File: config.mk
export PLATFORM = sky130hd
export DESIGN_NAME = ixd_exec
export DESIGN_NICKNAME = d
export VERILOG_FILES = /design/src/logic/ixd_pkg.sv /design/src/logic/ixd_exec.sv /design/src/logic/ixd_alu.sv
export VERILOG_INCLUDE_DIRS = /design/src /design/src/logic
export SDC_FILE = /design/constraint.sdc
export NUM_CORES = 1
export LEC_CHECK = 0
export CAP_MARGIN = 40
export CORE_UTILIZATION = 40
export CTS_CLUSTER_DIAMETER = 80
export DETAILED_ROUTE_END_ITERATION = 12
export DONT_BUFFER_PORTS = 1
export PLACE_DENSITY = 0.59
export SETUP_SLACK_MARGIN = 0.15
export SLEW_MARGIN = 40
export SYNTH_ARGS = -nofsm -noshare
export SYNTH_HDL_FRONTEND = slang
export SYNTH_SLANG_ARGS = --single-unit
File: constraint.sdc
create_clock -name mclk -period 4.9 [get_ports mclk]
set_input_delay 0.98 -clock mclk [delete_from_list [all_inputs] [get_ports mclk]]
set_output_delay 0.98 -clock mclk [all_outputs]
set_load 0.005 [all_outputs]
File: src/logic/ixd_params.svh
`ifndef IXD_PARAMS_SVH
`define IXD_PARAMS_SVH
`define IXD_RST_ACC        8'h00
`define IXD_RST_FLAGS      6'h00
`define IXD_RST_TBL        8'h00
`define IXD_BCD_LIMIT      4'h9
`define IXD_BCD_STEP       4'h6
`define IXD_LAST_PAGE      8'hff
`define IXD_FLG_C          0
`define IXD_FLG_AC         1
`define IXD_FLG_Z          2
`define IXD_FLG_OV         3
`define IXD_FLG_SC         4
`define IXD_FLG_CZ         5
`endif

File: src/logic/ixd_pkg.sv
package ixd_pkg;
   typedef enum logic [4:0] {
      IXD_OP_NONE,
      IXD_OP_SKIP_ZERO_MOVE_TO_ACC,
      IXD_OP_SKIP_WHEN_ZERO_BIT,
      IXD_OP_TABLE_READ_FULL_POINTER,
      IXD_OP_TABLE_READ_LAST_PAGE,
      IXD_OP_PRE_INC_TABLE_READ,
      IXD_OP_PRE_INC_TABLE_READ_LAST_PAGE,
      IXD_OP_XOR,
      IXD_OP_XOR_IMM,
      IXD_OP_ADD_WITH_CARRY,
      IXD_OP_ADD,
      IXD_OP_AND,
      IXD_OP_OR,
      IXD_OP_CLEAR,
      IXD_OP_CLEAR_BIT,
      IXD_OP_INVERT,
      IXD_OP_BCD_ADJUST,
      IXD_OP_DECREMENT,
      IXD_OP_INCREMENT,
      IXD_OP_MOVE_TO_ACC,
      IXD_OP_MOVE_TO_MEM,
      IXD_OP_ROTATE_LEFT
   } ixd_op_t;

   typedef enum logic [1:0] {
      IXD_ST_IDLE,
      IXD_ST_FETCH,
      IXD_ST_WRITE,
      IXD_ST_DUMMY
   } ixd_state_t;

   typedef struct packed {
      logic [7:0] res;
      logic       c;
      logic       ac;
      logic       ov;
      logic       sc;
   } ixd_alu_res_t;
endpackage : ixd_pkg

File: src/logic/ixd_exec.sv
`timescale 1ns/10ps
`default_nettype none
`include "ixd_params.svh"
module ixd_exec #(
   parameter int DADDR_W = 12,
   parameter int PADDR_W = 16
) (
   // Clock and reset
   input  wire logic                mclk,
   input  wire logic                rst_b,
   // Instruction issue
   input  wire logic                start,
   input  wire ixd_pkg::ixd_op_t    op,
   input  wire logic [DADDR_W-1:0]  daddr,
   input  wire logic [2:0]          bit_sel,
   input  wire logic [7:0]          imm,
   input  wire logic                to_acc,
   // Data memory
   output logic                     dmem_rd_q,
   output logic                     dmem_wr_q,
   output logic [DADDR_W-1:0]       dmem_addr_q,
   output logic [7:0]               dmem_wdata_q,
   input  wire logic [7:0]          dmem_rdata,
   // Program memory
   output logic                     pmem_rd_q,
   output logic [PADDR_W-1:0]       pmem_addr_q,
   input  wire logic [15:0]         pmem_rdata,
   // Table pointers, writable by the core
   input  wire logic                tbl_lo_wr,
   input  wire logic                tbl_hi_wr,
   input  wire logic [7:0]          tbl_wdata,
   // Core state
   output logic [7:0]               acc_q,
   output logic [5:0]               flags_q,
   output logic [7:0]               table_pointer_low_q,
   output logic [7:0]               table_pointer_high_q,
   output logic [7:0]               table_high_byte_latch_q,
   output logic                     busy_q,
   output logic                     done_q,
   output logic                     skip_q
);
   import ixd_pkg::*;

   ixd_state_t    state_q;
   ixd_op_t       op_q;
   logic          to_acc_q;
   logic [2:0]    bit_q;
   logic [7:0]    imm_q;
   logic [7:0]    opnd;
   ixd_alu_res_t  alu;
   logic          is_skip;
   logic          skip_take;
   logic          is_table;
   logic          acc_dest;
   logic          z_only;
   logic          arith;

   function automatic logic op_is_table(ixd_op_t o);
      return (o == IXD_OP_TABLE_READ_FULL_POINTER) || (o == IXD_OP_TABLE_READ_LAST_PAGE) ||
             (o == IXD_OP_PRE_INC_TABLE_READ) || (o == IXD_OP_PRE_INC_TABLE_READ_LAST_PAGE);
   endfunction : op_is_table

   function automatic logic op_is_last_page(ixd_op_t o);
      return (o == IXD_OP_TABLE_READ_LAST_PAGE) || (o == IXD_OP_PRE_INC_TABLE_READ_LAST_PAGE);
   endfunction : op_is_last_page

   function automatic logic op_is_pre_inc(ixd_op_t o);
      return (o == IXD_OP_PRE_INC_TABLE_READ) || (o == IXD_OP_PRE_INC_TABLE_READ_LAST_PAGE);
   endfunction : op_is_pre_inc

   assign opnd = (op_q == IXD_OP_XOR_IMM) ? imm_q : dmem_rdata;

   ixd_alu u_alu (
      .op      (op_q),
      .acc     (acc_q),
      .opnd    (opnd),
      .bit_sel (bit_q),
      .c_in    (flags_q[`IXD_FLG_C]),
      .ac_in   (flags_q[`IXD_FLG_AC]),
      .result  (alu)
   );

   always_comb begin
      is_skip  = (op_q == IXD_OP_SKIP_ZERO_MOVE_TO_ACC) || (op_q == IXD_OP_SKIP_WHEN_ZERO_BIT);
      skip_take = (op_q == IXD_OP_SKIP_ZERO_MOVE_TO_ACC) ? (dmem_rdata == 8'h00) :
                  (op_q == IXD_OP_SKIP_WHEN_ZERO_BIT) ? !dmem_rdata[bit_q] : 1'b0;
      is_table = op_is_table(op_q);
      acc_dest = (op_q == IXD_OP_MOVE_TO_ACC) || (op_q == IXD_OP_SKIP_ZERO_MOVE_TO_ACC) ||
                 (op_q == IXD_OP_XOR_IMM) ||
                 (to_acc_q && ((op_q == IXD_OP_XOR) || (op_q == IXD_OP_ADD) ||
                  (op_q == IXD_OP_ADD_WITH_CARRY) || (op_q == IXD_OP_AND) ||
                  (op_q == IXD_OP_OR) || (op_q == IXD_OP_INVERT) ||
                  (op_q == IXD_OP_DECREMENT) || (op_q == IXD_OP_INCREMENT)));
      z_only   = (op_q == IXD_OP_XOR) || (op_q == IXD_OP_XOR_IMM) || (op_q == IXD_OP_AND) ||
                 (op_q == IXD_OP_OR) || (op_q == IXD_OP_INVERT) ||
                 (op_q == IXD_OP_DECREMENT) || (op_q == IXD_OP_INCREMENT);
      arith    = (op_q == IXD_OP_ADD) || (op_q == IXD_OP_ADD_WITH_CARRY);
   end

   // Sequencer
   always_ff @(posedge mclk) begin
      if (!rst_b) begin
         state_q  <= IXD_ST_IDLE;
         op_q     <= IXD_OP_NONE;
         to_acc_q <= 1'b0;
         bit_q    <= 3'h0;
         imm_q    <= 8'h00;
      end else begin
         case (state_q)
            IXD_ST_IDLE: begin
               if (start) begin
                  op_q     <= op;
                  to_acc_q <= to_acc;
                  bit_q    <= bit_sel;
                  imm_q    <= imm;
                  state_q  <= op_is_table(op) ? IXD_ST_FETCH : IXD_ST_WRITE;
               end
            end
            IXD_ST_FETCH: state_q <= IXD_ST_WRITE;
            IXD_ST_WRITE: begin
               state_q <= (is_skip && skip_take) ? IXD_ST_DUMMY : IXD_ST_IDLE;
            end
            IXD_ST_DUMMY: state_q <= IXD_ST_IDLE;
            default: state_q <= IXD_ST_IDLE;
         endcase
      end
   end

   // Memory strobes
   always_ff @(posedge mclk) begin
      if (!rst_b) begin
         dmem_rd_q    <= 1'b0;
         dmem_wr_q    <= 1'b0;
         dmem_addr_q  <= '0;
         dmem_wdata_q <= 8'h00;
         pmem_rd_q    <= 1'b0;
         pmem_addr_q  <= '0;
      end else begin
         dmem_rd_q <= 1'b0;
         dmem_wr_q <= 1'b0;
         pmem_rd_q <= 1'b0;
         if ((state_q == IXD_ST_IDLE) && start) begin
            // Full data address in every long form
            dmem_addr_q <= daddr;
            dmem_rd_q   <= !op_is_table(op) && (op != IXD_OP_XOR_IMM);
            if (op_is_table(op)) begin
               pmem_rd_q <= 1'b1;
               pmem_addr_q <= PADDR_W'({op_is_last_page(op) ? `IXD_LAST_PAGE :
                                        (tbl_hi_wr ? tbl_wdata : table_pointer_high_q),
                                        op_is_pre_inc(op) ? table_pointer_low_q + 8'h01 :
                                        (tbl_lo_wr ? tbl_wdata : table_pointer_low_q)});
            end
         end
         if (state_q == IXD_ST_WRITE && !acc_dest && !is_skip &&
             (op_q != IXD_OP_NONE)) begin
            dmem_wr_q    <= 1'b1;
            dmem_wdata_q <= is_table ? pmem_rdata[7:0] : alu.res;
         end
      end
   end

   // Accumulator and flags
   always_ff @(posedge mclk) begin
      if (!rst_b) begin
         acc_q   <= `IXD_RST_ACC;
         flags_q <= `IXD_RST_FLAGS;
      end else if (state_q == IXD_ST_WRITE) begin
         if (op_q == IXD_OP_SKIP_ZERO_MOVE_TO_ACC || op_q == IXD_OP_MOVE_TO_ACC) begin
            acc_q <= dmem_rdata;
         end else if (acc_dest) begin
            acc_q <= alu.res;
         end
         if (z_only || arith) begin
            flags_q[`IXD_FLG_Z] <= (alu.res == 8'h00);
         end
         if (arith) begin
            flags_q[`IXD_FLG_C]  <= alu.c;
            flags_q[`IXD_FLG_AC] <= alu.ac;
            flags_q[`IXD_FLG_OV] <= alu.ov;
            flags_q[`IXD_FLG_SC] <= alu.sc;
         end
         if (op_q == IXD_OP_BCD_ADJUST) begin
            flags_q[`IXD_FLG_C] <= alu.c;
         end
      end
   end

   // Table pointers and latch
   always_ff @(posedge mclk) begin
      if (!rst_b) begin
         table_pointer_low_q     <= `IXD_RST_TBL;
         table_pointer_high_q    <= `IXD_RST_TBL;
         table_high_byte_latch_q <= `IXD_RST_TBL;
      end else begin
         if (tbl_hi_wr) begin
            table_pointer_high_q <= tbl_wdata;
         end
         if ((state_q == IXD_ST_IDLE) && start && op_is_pre_inc(op)) begin
            table_pointer_low_q <= table_pointer_low_q + 8'h01;
         end else if (tbl_lo_wr) begin
            table_pointer_low_q <= tbl_wdata;
         end
         if (state_q == IXD_ST_WRITE && is_table) begin
            table_high_byte_latch_q <= pmem_rdata[15:8];
         end
      end
   end

   // Status outputs
   always_ff @(posedge mclk) begin
      if (!rst_b) begin
         busy_q <= 1'b0;
         done_q <= 1'b0;
         skip_q <= 1'b0;
      end else begin
         busy_q <= ((state_q == IXD_ST_IDLE) && start) ||
                   (state_q == IXD_ST_FETCH) ||
                   ((state_q == IXD_ST_WRITE) && is_skip && skip_take);
         done_q <= (state_q == IXD_ST_WRITE) && !(is_skip && skip_take) ||
                   (state_q == IXD_ST_DUMMY);
         skip_q <= (state_q == IXD_ST_WRITE) && is_skip && skip_take;
      end
   end
endmodule : ixd_exec
`default_nettype wire

File: src/logic/ixd_alu.sv
`timescale 1ns/10ps
`default_nettype none
`include "ixd_params.svh"
module ixd_alu (
   // Operands
   input  wire ixd_pkg::ixd_op_t op,
   input  wire logic [7:0]       acc,
   input  wire logic [7:0]       opnd,
   input  wire logic [2:0]       bit_sel,
   input  wire logic             c_in,
   input  wire logic             ac_in,
   // Result
   output var ixd_pkg::ixd_alu_res_t result
);
   import ixd_pkg::*;

   logic [8:0] sum;
   logic [4:0] lo_sum;
   logic [7:0] sum7;
   logic       add_c;
   logic [8:0] bcd;

   always_comb begin
      add_c  = (op == IXD_OP_ADD_WITH_CARRY) ? c_in : 1'b0;
      sum    = {1'b0, acc} + {1'b0, opnd} + {8'h00, add_c};
      lo_sum = {1'b0, acc[3:0]} + {1'b0, opnd[3:0]} + {4'h0, add_c};
      sum7   = {1'b0, acc[6:0]} + {1'b0, opnd[6:0]} + {7'h00, add_c};
      bcd    = {1'b0, acc};
      if ((acc[3:0] > `IXD_BCD_LIMIT) || ac_in) begin
         bcd = bcd + {5'h00, `IXD_BCD_STEP};
      end
      if ((bcd[7:4] > `IXD_BCD_LIMIT) || c_in || bcd[8]) begin
         bcd = bcd + {1'b0, `IXD_BCD_STEP, 4'h0};
      end
      result.res = opnd;
      result.c   = c_in;
      result.ac  = ac_in;
      result.ov  = 1'b0;
      result.sc  = 1'b0;
      case (op)
         IXD_OP_ADD_WITH_CARRY, IXD_OP_ADD: begin
            result.res = sum[7:0];
            result.c   = sum[8];
            result.ac  = lo_sum[4];
            result.ov  = sum[8] ^ sum7[7];
            result.sc  = sum[8] ^ sum7[7] ^ sum[7];
         end
         IXD_OP_XOR, IXD_OP_XOR_IMM: result.res = acc ^ opnd;
         IXD_OP_AND:          result.res = acc & opnd;
         IXD_OP_OR:           result.res = acc | opnd;
         IXD_OP_CLEAR:        result.res = 8'h00;
         IXD_OP_CLEAR_BIT:    result.res = opnd & ~(8'h01 << bit_sel);
         IXD_OP_INVERT:       result.res = ~opnd;
         IXD_OP_BCD_ADJUST: begin
            result.res = bcd[7:0];
            result.c   = c_in | bcd[8];
         end
         IXD_OP_DECREMENT:    result.res = opnd - 8'h01;
         IXD_OP_INCREMENT:    result.res = opnd + 8'h01;
         IXD_OP_MOVE_TO_MEM:  result.res = acc;
         IXD_OP_ROTATE_LEFT:  result.res = {opnd[6:0], opnd[7]};
         default:             result.res = opnd;
      endcase
   end
endmodule : ixd_alu
`default_nettype wire

==> metrics.json, run 1 <==
{
  "outcome": "complete, no violations",
  "maxCapViolCount": 0,
  "ys_dominant_reg_cell": "dfxtp_1",
  "number_of_synthesized_flops_with_an_enable_pin": 0,
  "number_of_flip_flops_and_latches_in_the_synthesized_netlist": 98,
  "detail_route.wl_per_cell_um": 21.9,
  "worst_setup_hold_path_clk_slew_ns": 0.07,
  "synth_area_mm2": 0.00616,
  "grt_first_pass_wirelength_mm": 32.5,
  "postLayoutCoreUtil_pct": 44.2,
  "placement.io_buffers": 0,
  "yosys_warnings": 0,
  "finish.cell_count_without_fillers": 962,
  "die_area_mm2": 0.0159,
  "worst_ir_drop_vdd_v": 0.000207,
  "ctsLongestPathBuffers": 2,
  "antenna_found_initial": 0,
  "post-route-period-util_pct": 85.4,
  "numPlacedInstances": 947,
  "ys_top_cells_by_area": "dfxtp_1 32%, a21oi_1 7.1%, nand2_1 6.6%",
  "critPathSlowestCell": "a2111oi_0",
  "finalNetCount": 867,
  "worst_setup_path_start_kind": "flip-flop",
  "slew_viol_final": 0,
  "clock_tree_from_tritoncts": "done",
  "timing.final.setup_violations": 0,
  "final_layout_size_suffix_gt1_share_pct": 6.68,
  "critical_path_s_top_delay_family": "compound AO/OA/AOI/OAI gates",
  "vias": 5969,
  "critPathMaxStageDelay_ns": 0.70,
  "worst-endpoint-required_ns": 5.16,
  "root_buffer": "clkbuf_16",
  "areaGrowthSynthToFinish_pct": 5.91,
  "max_freq_mhz": 239,
  "leakagePower_nw": 2.51,
  "clock_skew_ns": 0.00896,
  "tritoncts.num_buffers": 9,
  "endpoint_kind": "flip-flop",
  "finalHoldViolations": 0,
  "post_cts_resize_count": 0,
  "arrival_ns": 4.44,
  "asyncSetResetFlopFracSynth_pct": 0,
  "detail-route-antenna-nets": 0,
  "pwr_density_cell_mw_per_mm2": 302,
  "path_class_of_the_lowest_slack_min_delay_path": "reg2reg",
  "synth.yosys.seq_area_share_pct": 31.8,
  "leading_cell_types_by_count_after_synthesis": "109 x nand2_1, 101 x nor2_1, 98 x dfxtp_1, 87 x a21oi_1, 41 x clkbuf_1",
  "hold_slack_ns": 0.462,
  "globalRoute.totalOverflow": 0,
  "place_ws_ns": 0.859,
  "fin_tns_setup_ns": 0,
  "clk_latency_ns": 0.35,
  "start_util_pct": 41.8,
  "drtIter0Drc": 457,
  "number_of_antenna_cells_inserted": 0,
  "most_area_hungry_cell_type_in_the_yosys_netlist": "dfxtp_1",
  "synthesized_net_count": 903,
  "rows": 44,
  "worst-path-buf-inv": 2,
  "cts_setup_buffers": 0,
  "grtUsageTotal_pct": 26.6,
  "critical_path_class": "reg2reg",
  "top_level_ports": 146,
  "post_synth_inst_count": 810,
  "die_w_um": 126,
  "rsz0062_at_grt": "no",
  "ctsHoldBuffers": 0,
  "yosys.cell_types.count": 79,
  "period_minus_slack_ns": 4.19,
  "synth_largest_type_area_fraction_pct": 31.8,
  "floorplan.die.height_um": 126,
  "worstMarginPinSlew_ns": 0.810,
  "routed_via_density": 6.20,
  "syn-mean-instance-area_um2": 7.61,
  "rd_place_congestion": 1.05,
  "grt_start_max_net_pins": 64,
  "fp.coreArea_mm2": 0.0148,
  "dp.final_hpwl_mm": 16.1,
  "number_of_global_route_vias_before_repair": 5800,
  "synth_most_common_cell": "nand2_1",
  "critical_path.cell_chain": "nor3b_4 -> nand2_4 -> mux2i_1 -> inv_1 -> ha_1 -> a41o_1 -> o21a_1 -> nor2_1 -> xnor2_1 -> a2111oi_0 -> buf_4 -> nand4_1 -> o31ai_2",
  "htreeDepth": 3,
  "drtPass1Iterations": 5,
  "setup_slack_ns": 0.714,
  "relSlewSlack_pct": 45.8,
  "drcViolationCount": 0,
  "postRouteWirelength_mm": 21.1,
  "clock_sink_count": 98,
  "fill_cells": 1516,
  "timing.critical_path.fanout_max": 14
}
-- sequential cells by signal, indices dropped and copies added (netlist names), 3 cells and up --
name and cells:
acc_q 8, dmem_wdata_q 8, dmem_addr_q 12, flags_q 5
pmem_addr_q 16, imm_q 8, table_pointer_low_q 8, table_pointer_high_q 8
op_q 5, table_high_byte_latch_q 8, bit_q 3
-- worst reg2reg max path: stages, from the launching register on --
cell and delay (ns):
dfxtp_1 0.60, nor3b_4 0.41, nand2_4 0.19, mux2i_1 0.52
inv_1 0.18, ha_1 0.35, a41o_1 0.25, o21a_1 0.17
nor2_1 0.11, xnor2_1 0.08, a2111oi_0 0.70, buf_4 0.25
nand4_1 0.10, o31ai_2 0.20
-- cells in the final DEF (no fill, tap or decap), types with 7 or more instances in the layout --
master     instances
nor2b_1            7
o21ai_0           33
clkbuf_16          9
ha_1              24
mux2i_1           29
nand3_1           16
a211oi_1          11
nand2b_1           8
o22ai_1            8
dfxtp_1           98
inv_1             28
a31oi_1           12
buf_4              8
a21oi_1           86
xnor2_1           14
nor2_1           101
nand2_1          108
and3_1             9
nor3_1            30
-- cell families (layout without fill, tap and decap cells) --
| family | count (synthesis) | in the layout | share of synthesized area, % |
|---|---|---|---|
| other | 1 | 1 | 0.0609 |
| AND/OR/NAND/NOR | 315 | 315 | 23.4 |
| AO/OA/AOI/OAI | 230 | 230 | 24.1 |
| multiplexers | 37 | 37 | 6.72 |
| flip-flops | 98 | 98 | 31.8 |
| adder cells (fa/ha/maj) | 28 | 28 | 6.01 |
| XOR/XNOR | 16 | 16 | 2.27 |
| buffers and inverters | 85 | 53 | 5.56 |
-- per-stage QoR --
step,cell area [um^2],power [mW]
floorplan,6160,1.17
global placement,6220,1.26
detailed placement,6230,1.26
CTS,6520,1.98
global route,6530,2.06
finish,6530,1.97
-- per-layer routing --
layer / wire [um] / part of all wire, % / global-route usage [%]
met2: 9350 / 44 / 41.8
met1: 9060 / 43 / 33.0
met4: 646 / 3.1 / 11.1
met3: 2050 / 9.7 / 9.39
met5: 0 / 0 / 0
-- final timing paths --
check                        startpoint                      end  slack (ns)  depth (start not counted)
hold / removal    imm_q[5]$_SDFFE_PN0P_    imm_q[5]$_SDFFE_PN0P_        0.46                          2
setup reg to reg   op_q[3]$_SDFFE_PN0P_  flags_q[2]$_SDFFE_PN0P_        0.71                         13
setup / recovery   op_q[3]$_SDFFE_PN0P_  flags_q[2]$_SDFFE_PN0P_        0.71                         13
hold reg to reg   imm_q[5]$_SDFFE_PN0P_    imm_q[5]$_SDFFE_PN0P_        0.46                          2
-- power by group --
group | leakage, nW | total (mW) | switching [mW] | internal (mW)
Clock | 0.144 | 0.718 | 0.319 | 0.398
Combinational | 1.57 | 0.360 | 0.224 | 0.136
Sequential | 0.800 | 0.895 | 0.0588 | 0.836
-- final cells by class --
class / count / area (um^2) / share of cell area [%]
inverters: 30 / 113 / 1.73
repair buffers: 8 / 60.1 / 0.920
multi-input cells: 627 / 3870 / 59.3
flip-flops and latches: 98 / 1960 / 30.1
clock inverters: 5 / 61.3 / 0.940
clock buffers: 10 / 229 / 3.51
well taps: 184 / 230 / 3.53
(Power assumes the default switching activity.)
==> inputs of run 2 (changes only) <==
--- a/config.mk
+++ b/config.mk
@@ -16,4 +16,5 @@
 export SLEW_MARGIN = 40
 export SYNTH_ARGS = -nofsm -noshare
 export SYNTH_HDL_FRONTEND = slang
+export SYNTH_HIERARCHICAL = 1
 export SYNTH_SLANG_ARGS = --single-unit
==> run 2 against run 1 <==
Clock skew hardly changed. First-iteration DRC count is 5.9% higher. Combinational power is 19% higher. Sequential share of layout area is 1.8 points lower. Non-clock buffer count is 4 higher. Design area is 6.5% higher. Flip-flop and latch count stayed put. Critical endpoint is now dmem_wdata_q[6]$_SDFFE_PN0P_. Via count is 2.7% higher. Critical path depth is 3 higher. Global-route usage is 2.8 points lower.
==> metrics.json, run 2 <==
{
  "pwr_density_cell_mw_per_mm2": 287,
  "ys_dominant_reg_cell": "dfxtp_1",
  "start_util_pct": 41.2,
  "cts_setup_buffers": 0,
  "final_common_cell": "nand2_1",
  "antenna_found_initial": 0,
  "number_of_antenna_cells_inserted": 0,
  "critPathMaxStageDelay_ns": 0.49,
  "path_class_of_the_lowest_slack_min_delay_path": "reg2reg",
  "grt_util_met3_pct": 6.44,
  "detail_route.wl_per_cell_um": 20.0,
  "placement.io_buffers": 0,
  "critical_path_s_top_delay_family": "simple AND/OR/NAND/NOR gates",
  "ctsLongestPathBuffers": 2,
  "report.power.total_mw": 2.00,
  "critPathSlowestCell": "fa_1",
  "max_freq_mhz": 241,
  "setup_slack_ns": 0.754,
  "timing.critical_path.fanout_max": 8,
  "seqCellArea_mm2": 0.00196,
  "die_w_um": 130,
  "maxCapViolCount": 0,
  "finalHoldViolations": 0,
  "synth_most_common_cell": "nand2_1",
  "period_minus_slack_ns": 4.15,
  "fin_tns_setup_ns": 0,
  "detail-route-antenna-nets": 0,
  "largest_registers_ranked_by_flip_flop_count": "pmem_addr_q x16, dmem_addr_q x12",
  "yosys_warnings": 6,
  "leading_cell_types_by_count_after_synthesis": "117 x nand2_1, 98 x dfxtp_1, 79 x a21oi_1, 57 x nor2_1, 41 x mux2i_1",
  "rows": 46,
  "synthesized_net_count": 916,
  "die_area_mm2": 0.0169,
  "post_cts_resize_count": 0,
  "postRouteWirelength_mm": 20.2,
  "tritoncts.num_buffers": 9,
  "arrival_ns": 4.42,
  "fp.coreArea_mm2": 0.0159,
  "timing.final.setup_violations": 0,
  "largest_register": "pmem_addr_q",
  "htreeDepth": 3,
  "hold_slack_ns": 0.477,
  "ys_top_cells_by_area": "dfxtp_1 30%, nand2_1 6.7%, mux2i_1 6.2%",
  "worstMarginPinSlew_ns": 0.876,
  "post_synth_inst_count": 824,
  "floorplan.die.height_um": 130,
  "layout_common_cells": "117 x nand2_1, 98 x dfxtp_1, 79 x a21oi_1",
  "rsz0062_at_grt": "no",
  "number_of_synthesized_flops_with_an_enable_pin": 0,
  "clock_tree_from_tritoncts": "done",
  "number_of_flip_flops_and_latches_in_the_synthesized_netlist": 98,
  "grt_first_pass_wirelength_mm": 31.1,
  "clock_sink_count": 98,
  "areaGrowthSynthToFinish_pct": 5.75,
  "routed_via_density": 6.07,
  "multiInputGateArea_mm2": 0.00425,
  "endpoint_kind": "flip-flop",
  "gr-usage-met1_pct": 32.7,
  "ctsHoldBuffers": 0,
  "grtUsageTotal_pct": 23.8,
  "syn-mean-instance-area_um2": 7.97,
  "asyncSetResetFlopFracSynth_pct": 0,
  "yosys.cell_types.count": 86,
  "worst-endpoint-required_ns": 5.17,
  "leakagePower_nw": 2.60,
  "most_area_hungry_cell_type_in_the_yosys_netlist": "dfxtp_1",
  "grt.busiest_layer": "met2",
  "grt_use_met2_pct": 35.3,
  "worst_ir_drop_vdd_v": 0.000256,
  "worst_setup_hold_path_clk_slew_ns": 0.07,
  "synth.yosys.seq_area_share_pct": 29.9,
  "dp.final_hpwl_mm": 14.7,
  "largest_reg_flops": 16,
  "final_layout_size_suffix_gt1_share_pct": 8.30,
  "outcome": "complete, no violations",
  "grt_start_max_net_pins": 55,
  "clk_latency_ns": 0.35,
  "worst_setup_path_start_kind": "flip-flop",
  "synth_area_mm2": 0.00657,
  "drcViolationCount": 0,
  "root_buffer": "clkbuf_16",
  "synth_largest_type_area_fraction_pct": 29.9,
  "post-route-period-util_pct": 84.6,
  "critical_path_class": "reg2reg",
  "worst-path-buf-inv": 2,
  "drtIter0Drc": 484,
  "number_of_global_route_vias_before_repair": 5588,
  "globalRoute.totalOverflow": 0,
  "relSlewSlack_pct": 41.6,
  "rd_place_congestion": 0.953,
  "postLayoutCoreUtil_pct": 43.6,
  "vias": 6133,
  "place_ws_ns": 0.800,
  "fill_cells": 1652,
  "finalNetCount": 883,
  "critical_path.cell_chain": "nor2b_1 -> and2_1 -> nand2_1 -> mux2_2 -> inv_1 -> fa_1 -> fa_1 -> inv_1 -> a21o_1 -> a221o_1 -> xor2_1 -> a211oi_1 -> a31oi_1 -> mux2i_1 -> or4_1 -> o21ai_1",
  "clock_skew_ns": 0.00903,
  "drtPass1Iterations": 7,
  "top_level_ports": 146,
  "slew_viol_final": 0
}
## run 2: worst reg2reg max path: stages, from the launching register on
cell      delay (ns)
dfxtp_1         0.32
nor2b_1         0.28
and2_1          0.19
nand2_1         0.22
mux2_2          0.38
inv_1           0.11
fa_1            0.49
fa_1            0.43
inv_1           0.08
a21o_1          0.15
a221o_1         0.21
xor2_1          0.18
a211oi_1        0.09
a31oi_1         0.36
mux2i_1         0.11
or4_1           0.40
o21ai_1         0.08
## run 2: worst paths after layout
| check | start | cells after the start | slack [ns] | end |
|---|---|---|---|---|
| max reg2reg | op_q[3]$_SDFFE_PN0P_ | 16 | 0.75 | dmem_wdata_q[6]$_SDFFE_PN0P_ |
| min | imm_q[4]$_SDFFE_PN0P_ | 2 | 0.48 | imm_q[4]$_SDFFE_PN0P_ |
| min reg2reg | imm_q[4]$_SDFFE_PN0P_ | 2 | 0.48 | imm_q[4]$_SDFFE_PN0P_ |
| max | op_q[3]$_SDFFE_PN0P_ | 16 | 0.75 | dmem_wdata_q[6]$_SDFFE_PN0P_ |
## run 2: report_power, final
part | switching, mW | internal [mW] | total [mW]
Combinational | 0.265 | 0.163 | 0.427
Clock | 0.329 | 0.348 | 0.678
Sequential | 0.0538 | 0.837 | 0.891
Total | 0.648 | 1.35 | 2.00
## run 2: metrics by stage
step | instance area (um^2) | cells
after floorplan | 6570 | 824
after global placement | 6660 | 995
after detailed placement | 6660 | 995
after CTS | 6930 | 1010
after global routing | 6950 | 1011
final | 6950 | 1011
## run 2: per-layer routing
layer  vias up  share of wire (%)  wire length [um]
li1       2952                  -                 -
met1      2888                 45              9120
met2       264                 44              8880
met3        29                8.5              1720
met4         0                2.3               469
met5         -                  0                 0
## run 2: final cells by class
cell class | instances | area share, %
clock inverter | 6 | 0.702
tap | 216 | 3.89
multi-input combinational | 643 | 61.1
sequential | 98 | 28.2
clock buffer | 9 | 3.24
inverter | 27 | 1.46
timing repair buffer | 12 | 1.35
## run 2: logic make-up (layout without fill, tap and decap cells)
| logic type | after synthesis | count (layout) | synth area share [%] |
|---|---|---|---|
| compound gates | 256 | 256 | 26.2 |
| other cells | 1 | 1 | 0.0571 |
| simple gates | 285 | 285 | 21.1 |
| fa+ha+maj | 28 | 28 | 5.60 |
| xor+xnor | 19 | 19 | 2.53 |
| buf+inv | 83 | 54 | 5.75 |
| flops | 98 | 98 | 29.9 |
| mux | 54 | 54 | 8.82 |
